===== config.mk =====
export PLATFORM = sky130hd
export DESIGN_NAME = lbss_steer
export DESIGN_NICKNAME = d
export VERILOG_FILES = /design/src/verilog/lbss_pkg.sv /design/src/verilog/lbss_steer.sv /design/src/verilog/lbss_attr_decode.sv
export VERILOG_INCLUDE_DIRS = /design/src /design/src/verilog
export SDC_FILE = /design/constraint.sdc
export NUM_CORES = 1
export LEC_CHECK = 0
export BUFFER_PORTS_ARGS = -buffer_cell sky130_fd_sc_hd__buf_2
export CORE_UTILIZATION = 46
export CTS_CLUSTER_DIAMETER = 100
export DETAILED_ROUTE_END_ITERATION = 10
export GPL_TIMING_DRIVEN = 0
export PLACE_DENSITY = 0.84
export SYNTH_ARGS = -nofsm -noshare
export SYNTH_HDL_FRONTEND = slang
export SYNTH_SLANG_ARGS = --single-unit

===== constraint.sdc =====
create_clock -name clk -period 1.6 [get_ports clk]
set_input_delay 0.24 -clock clk [delete_from_list [all_inputs] [get_ports clk]]
set_output_delay 0.24 -clock clk [all_outputs]
set_load 0.1 [all_outputs]

===== src/verilog/lbss_defs.svh =====
// Offsets, field positions, reset values and encodings of the shadow steering block
`ifndef LBSS_DEFS_SVH
`define LBSS_DEFS_SVH

// Configuration offsets of the three map registers
`define LBSS_OFF_MAP_D8    8'h94
`define LBSS_OFF_MAP_E0    8'h95
`define LBSS_OFF_MAP_E8    8'h96
`define LBSS_NUM_MAPS      3

// Reset value and writable bits (fields 5:4 and 1:0)
`define LBSS_MAP_RESET     8'h00
`define LBSS_MAP_WMASK     8'h33
`define LBSS_LO_LSB        0
`define LBSS_HI_LSB        4

// Attribute encodings
`define LBSS_ATTR_OFF      2'h0
`define LBSS_ATTR_RO       2'h1
`define LBSS_ATTR_WO       2'h2
`define LBSS_ATTR_RW       2'h3

// 16 KB half numbers (address bits 19:14) covered: 0D8000h up to 0EFFFFh
`define LBSS_HALF_FIRST    6'h36
`define LBSS_HALF_LAST     6'h3B
`define LBSS_HIGH_ZERO     12'h000

`endif


===== src/verilog/lbss_pkg.sv =====
// Types shared by the shadow steering block
package lbss_pkg;
   typedef logic [1:0]  lbss_attr_t;
   typedef logic [7:0]  lbss_cfg_t;
   typedef logic [31:0] lbss_addr_t;
endpackage : lbss_pkg


===== src/verilog/lbss_steer.sv =====
// Shadow area steering: three map registers and the per-cycle DRAM or south link decision
`timescale 1ns/1ps
`include "lbss_defs.svh"

// Notes on behaviour
// Offset 94h steers 0D8000h-0DFFFFh halves
// Offset 95h steers 0E0000h-0E7FFFh halves
// Offset 96h steers 0E8000h-0EFFFFh halves
// Field picks destination of reads and writes
// 00: reads and writes to south link
// 01: reads DRAM, writes south link
// 10: writes DRAM, reads south link
// 11: reads and writes to DRAM
// Reset zero; reserved bits zero, unwritable
module lbss_steer (
   // Clock and reset
   input  wire logic                 clk,
   input  wire logic                 rstn,
   // Configuration access
   input  wire logic                 cfg_wr,
   input  wire logic                 cfg_rd,
   input  wire logic [7:0]           cfg_addr,
   input  wire lbss_pkg::lbss_cfg_t  cfg_wdata,
   output lbss_pkg::lbss_cfg_t       cfg_rdata,
   output logic                      cfg_rvalid,
   // Host cycle in
   input  wire logic                 cyc_valid,
   input  wire logic                 cyc_write,
   input  wire lbss_pkg::lbss_addr_t cyc_addr,
   // Routed cycle out
   output logic                      route_valid,
   output logic                      route_write,
   output lbss_pkg::lbss_addr_t      route_addr,
   output logic                      route_dram,
   output logic                      route_south,
   output logic                      route_pass
);

   // One-hot select of the map register named by a configuration offset
   function automatic logic [`LBSS_NUM_MAPS-1:0] map_select(input logic [7:0] offset);
      logic [`LBSS_NUM_MAPS-1:0] sel;
      sel = '0;
      if (offset == `LBSS_OFF_MAP_D8)
         sel = 3'h1;
      else if (offset == `LBSS_OFF_MAP_E0)
         sel = 3'h2;
      else if (offset == `LBSS_OFF_MAP_E8)
         sel = 3'h4;
      return sel;
   endfunction : map_select

   lbss_pkg::lbss_cfg_t        map [0:`LBSS_NUM_MAPS-1];
   logic [`LBSS_NUM_MAPS-1:0]  wr_sel;
   logic [`LBSS_NUM_MAPS-1:0]  rd_sel;
   lbss_pkg::lbss_cfg_t        next_rdata;
   lbss_pkg::lbss_cfg_t        shadow_map_d8_df;
   lbss_pkg::lbss_cfg_t        shadow_map_e0_e7;
   lbss_pkg::lbss_cfg_t        shadow_map_e8_ef;

   assign wr_sel = cfg_wr ? map_select(cfg_addr) : '0;
   assign rd_sel = map_select(cfg_addr);

   // Map registers; only the two attribute fields ever store a one
   for (genvar i = 0; i < `LBSS_NUM_MAPS; i++)
   begin : g_map
      always_ff @(posedge clk or negedge rstn)
      begin
         if (!rstn)
            map[i] <= `LBSS_MAP_RESET;
         else if (wr_sel[i])
            map[i] <= cfg_wdata & `LBSS_MAP_WMASK;
      end
   end

   // Named views of the three registers
   assign shadow_map_d8_df = map[0];
   assign shadow_map_e0_e7 = map[1];
   assign shadow_map_e8_ef = map[2];

   // Read mux; an unmapped offset reads as zero rather than floating
   always_comb
   begin
      next_rdata = '0;
      for (int i = 0; i < `LBSS_NUM_MAPS; i++)
      begin
         if (rd_sel[i])
            next_rdata = next_rdata | map[i];
      end
   end

   // Read data registered so the port comes from a flip-flop
   always_ff @(posedge clk or negedge rstn)
   begin
      if (!rstn)
      begin
         cfg_rdata  <= '0;
         cfg_rvalid <= 1'b0;
      end
      else
      begin
         cfg_rvalid <= cfg_rd;
         cfg_rdata  <= cfg_rd ? next_rdata : '0;
      end
   end

   // Region decode: address bits 19:14 number the 16 KB half
   logic [5:0]            half_num;
   logic                  cyc_hit;
   logic [2:0]            half_idx;
   lbss_pkg::lbss_cfg_t   half_map;
   lbss_pkg::lbss_attr_t  cyc_attr;
   logic                  dec_dram;
   logic                  dec_south;

   assign half_num = cyc_addr[19:14];
   assign cyc_hit  = (cyc_addr[31:20] == `LBSS_HIGH_ZERO) &&
                     (half_num >= `LBSS_HALF_FIRST) && (half_num <= `LBSS_HALF_LAST);
   assign half_idx = cyc_hit ? 3'(half_num - `LBSS_HALF_FIRST) : 3'h0;
   // Even half number is the lower half of its register, odd the upper
   assign half_map = map[half_idx[2:1]];
   assign cyc_attr = half_idx[0] ? half_map[`LBSS_HI_LSB +: 2] : half_map[`LBSS_LO_LSB +: 2];

   lbss_attr_decode u_decode (
      .attr     (cyc_attr),
      .is_write (cyc_write),
      .to_dram  (dec_dram),
      .to_south (dec_south)
   );

   // Routed cycle: one cycle of latency; cycles outside the window pass untouched
   always_ff @(posedge clk or negedge rstn)
   begin
      if (!rstn)
      begin
         route_valid <= 1'b0;
         route_write <= 1'b0;
         route_addr  <= '0;
         route_dram  <= 1'b0;
         route_south <= 1'b0;
         route_pass  <= 1'b0;
      end
      else
      begin
         route_valid <= cyc_valid;
         route_write <= cyc_valid && cyc_write;
         route_addr  <= cyc_valid ? cyc_addr : '0;
         route_dram  <= cyc_valid && cyc_hit && dec_dram;
         route_south <= cyc_valid && cyc_hit && dec_south;
         route_pass  <= cyc_valid && !cyc_hit;
      end
   end
endmodule : lbss_steer


===== src/verilog/lbss_attr_decode.sv =====
// Attribute decoder: turns a two-bit field and the cycle direction into a destination
`timescale 1ns/1ps
`include "lbss_defs.svh"

module lbss_attr_decode (
   // Field and cycle
   input  wire lbss_pkg::lbss_attr_t attr,
   input  wire logic                 is_write,
   // Destination
   output logic                      to_dram,
   output logic                      to_south
);

   // Exactly one destination for every field value and direction
   always_comb
   begin
      case (attr)
         `LBSS_ATTR_OFF: to_dram = 1'b0;
         `LBSS_ATTR_RO:  to_dram = !is_write;
         `LBSS_ATTR_WO:  to_dram = is_write;
         default:        to_dram = 1'b1;
      endcase
      to_south = !to_dram;
   end

endmodule : lbss_attr_decode


==> key figures <==
Power and ir drop
  • Power per cell area: 1070 nW/um2
  • Pleak: 1.52 nW
  • IR drop worst, VDD: 0.656 mV

Setup path
  • Critical path class: in2reg
  • R2r startpoint: shadow_map_e8_ef[4]$_DFFE_PN0P_
  • CP startpoint kind: input pin
  • R2R depth: 4
  • Critical Path RT: 1800 ps
  • R2r endpoint: route_south$_DFF_PN0_
  • CP max FO: 6
  • Crit path capture type: flip-flop
  • Crit path arrival time: 1630 ps
  • R2R setup slack: 200 ps

Clock tree
  • CTS Buffer Depth: 2
  • Clock slew at reported path FFs: 90 ps
  • CTS tree: done
  • CTS root buf: clkbuf_8
  • Hold-fix buffers, CTS: 0
  • Setup bufs post-CTS: 0
  • CTS Sinks: 54
  • CTS H-Tree Depth: 2
  • Worst-Skew Late Latency: 300 ps
  • Post-cts sizing count: 0
  • CTS Buf Count: 5

Placement
  • Port buffer count: 90
  • HPWL after DPL: 3.04 mm
  • Placer Congestion: 0.800
  • Place WS: -149 ps

Route
  • Drt first pass iters: 4
  • Antenna viol nets, final: 0
  • Routed vias/inst: 4.76
  • Iter 0 DRT Violations: 86
  • Drt drc: 0
  • Routed vias: 1522
  • Final wirelength: 4.00 mm
  • WL/cell: 12.5 um

Yosys
  • Largest cells by area after synthesis: dfrtp_1, and2_1, mux2_2
  • Post-synth top area cell: dfrtp_1
  • Synthesis-stage register bit count: 54
  • Yosys cell types: 33
  • Post-synth top area share: 0.629
  • Mapped Cells: 167
  • Ys Warns: 0
  • Sequential-to-total area share from yosys stat: 0.629
  • Post-Syn Area per Cell: 12.9 um2
  • Mapped Area: 2150 um2

Floorplan
  • Initial core utilization: 0.487
  • Core Area: 4410 um2
  • IO Pins: 100
  • Horiz. Die Dim: 70.3 um
  • Die Y: 70.3 um
  • Die footprint: 4950 um2
  • Row cnt: 24

Layout
  • Most frequent cells in the layout: buf_2, dfrtp_1, and2_1
  • Nets@finish: 321
  • Fillers: 344
  • Most common cell after layout, fill and taps aside: buf_2
  • Storage cell area: 1350 um2
  • P&R area growth vs syn: 29.6%
  • Area of the multi-input gates: 751 um2
  • Ant diodes: 0
  • Share of cells above drive strength 1: 0.440

GRT
  • Initial antenna violation count: 0
  • Largest net degree at the start of global routing: 55
  • Grt ovf: 0
  • Vias in the first global route: 1525
  • Gr usage total: 0.180
  • First-pass GRT wire length: 6.96 mm

Worst hold path
  • Hold EP: cfg_rvalid$_DFF_PN0_
  • HP Start: cfg_rd
  • Worst Hold Class: in2reg
  • Hold path cells: 1

STA
  • Final hold viol count: 0
  • Final setup fails: 0
  • Maximum clock rate: 698 MHz
  • Setup WS post-layout: 167 ps
  • Post-layout min period: 1430 ps
  • Max-slew violations: 0
  • RSZ-0062 raised after global routing: false
  • Rel. slew slack: 0.250
  • Slew of the pin with the lowest slew margin: 1130 ps
  • Layout Skew: 4.43 ps
  • Hold WS: 50.9 ps
  • Period utilisation layout: 0.896

Outcome
  • Status: completed

Flow run
  • Max-cap viol count: 0
## layer usage
metal  wire [um]  part of all wire  global-route usage
met1        1630              0.41               0.221
met2        2030              0.51               0.299
met3         272             0.068              0.0505
met4          68             0.017              0.0667
met5           0                 0                   0
## cells by family after synthesis
group | count (synthesis) | synth area share
buffers and inverters | 11 | 0.0268
AOI/OAI and AO/OA | 11 | 0.0332
DFF | 54 | 0.629
muxes | 19 | 0.108
other | 1 | 0.00175
and+or+nand+nor | 70 | 0.197
xor gates and xnor gates | 1 | 0.00408
## sequential cells by signal, indices dropped and copies added, names as in the netlist
| name | flops |
|---|---|
| route_addr | 32 |
| cfg_rdata | 4 |
| shadow_map_d8_df | 4 |
| shadow_map_e0_e7 | 4 |
| shadow_map_e8_ef | 4 |
| cfg_rvalid | 1 |
| route_dram | 1 |
| route_pass | 1 |
| route_south | 1 |
| route_valid | 1 |
| route_write | 1 |
## Yosys cell counts
master	n
nand4b_2	1
o211ai_1	1
and3_1	2
buf_2	1
clkbuf_1	4
a21oi_1	5
mux2_2	8
o21ai_0	2
dfrtp_1	54
nand3_1	2
nor4b_1	2
a31oi_1	1
nor2b_1	1
nor2_1	12
mux2_4	4
nor4_1	1
o221a_1	1
nand4b_1	1
nand2_1	8
o2111a_1	1
buf_4	4
conb_1	1
xnor2_1	1
or3b_4	1
mux2i_1	6
mux4_2	1
and4_1	1
and4bb_1	1
and2_1	34
nor3_2	1
nand2b_1	1
and4b_1	1
inv_1	2
## layout make-up
type | instances | share of cell area
flip-flops and latches | 54 | 0.485
multi-input cells | 105 | 0.270
repair buffers | 90 | 0.162
clock buffers | 6 | 0.0261
well taps | 52 | 0.0234
plain buffers | 9 | 0.0180
clock inverters | 2 | 0.0135
inverters | 2 | 0.00270
## worst max-delay path: stages
cell	delay (ps)
buf_2	100
nor4b_1	310
and4_1	240
buf_2	160
o211ai_1	100
o221a_1	280
and4b_1	190
## worst max-delay path by stage
stage                             from                               to
after global routing      cyc_addr[27]            route_south$_DFF_PN0_
after global placement    cyc_addr[28]            route_south$_DFF_PN0_
after detailed placement  cyc_addr[28]            route_south$_DFF_PN0_
final                     cyc_addr[28]            route_south$_DFF_PN0_
after CTS                 cyc_addr[28]            route_south$_DFF_PN0_
after floorplan            cfg_addr[5]  shadow_map_e0_e7[0]$_DFFE_PN0P_
## power breakdown
group | internal, mW | switching, mW | leakage, nW
logic | 0.139 | 0.517 | 0.764
clock network | 0.467 | 0.412 | 0.0514
registers | 1.42 | 0.0220 | 0.705
total | 2.03 | 0.950 | 1.52
## metrics by stage
stage               utilization  cells  total power [mW]  cell area (um2)  TNS, ps
floorplan                     -    170              1.96             2160        0
global placement          0.606    312              2.13             2680     -597
detailed placement        0.606    312              2.13             2680     -677
CTS                       0.631    320              3.01             2790        0
global route              0.631    320              3.11             2790        0
finish                    0.631    320              2.98             2790        0
No activity file was read; power rests on OpenSTA's default activity.
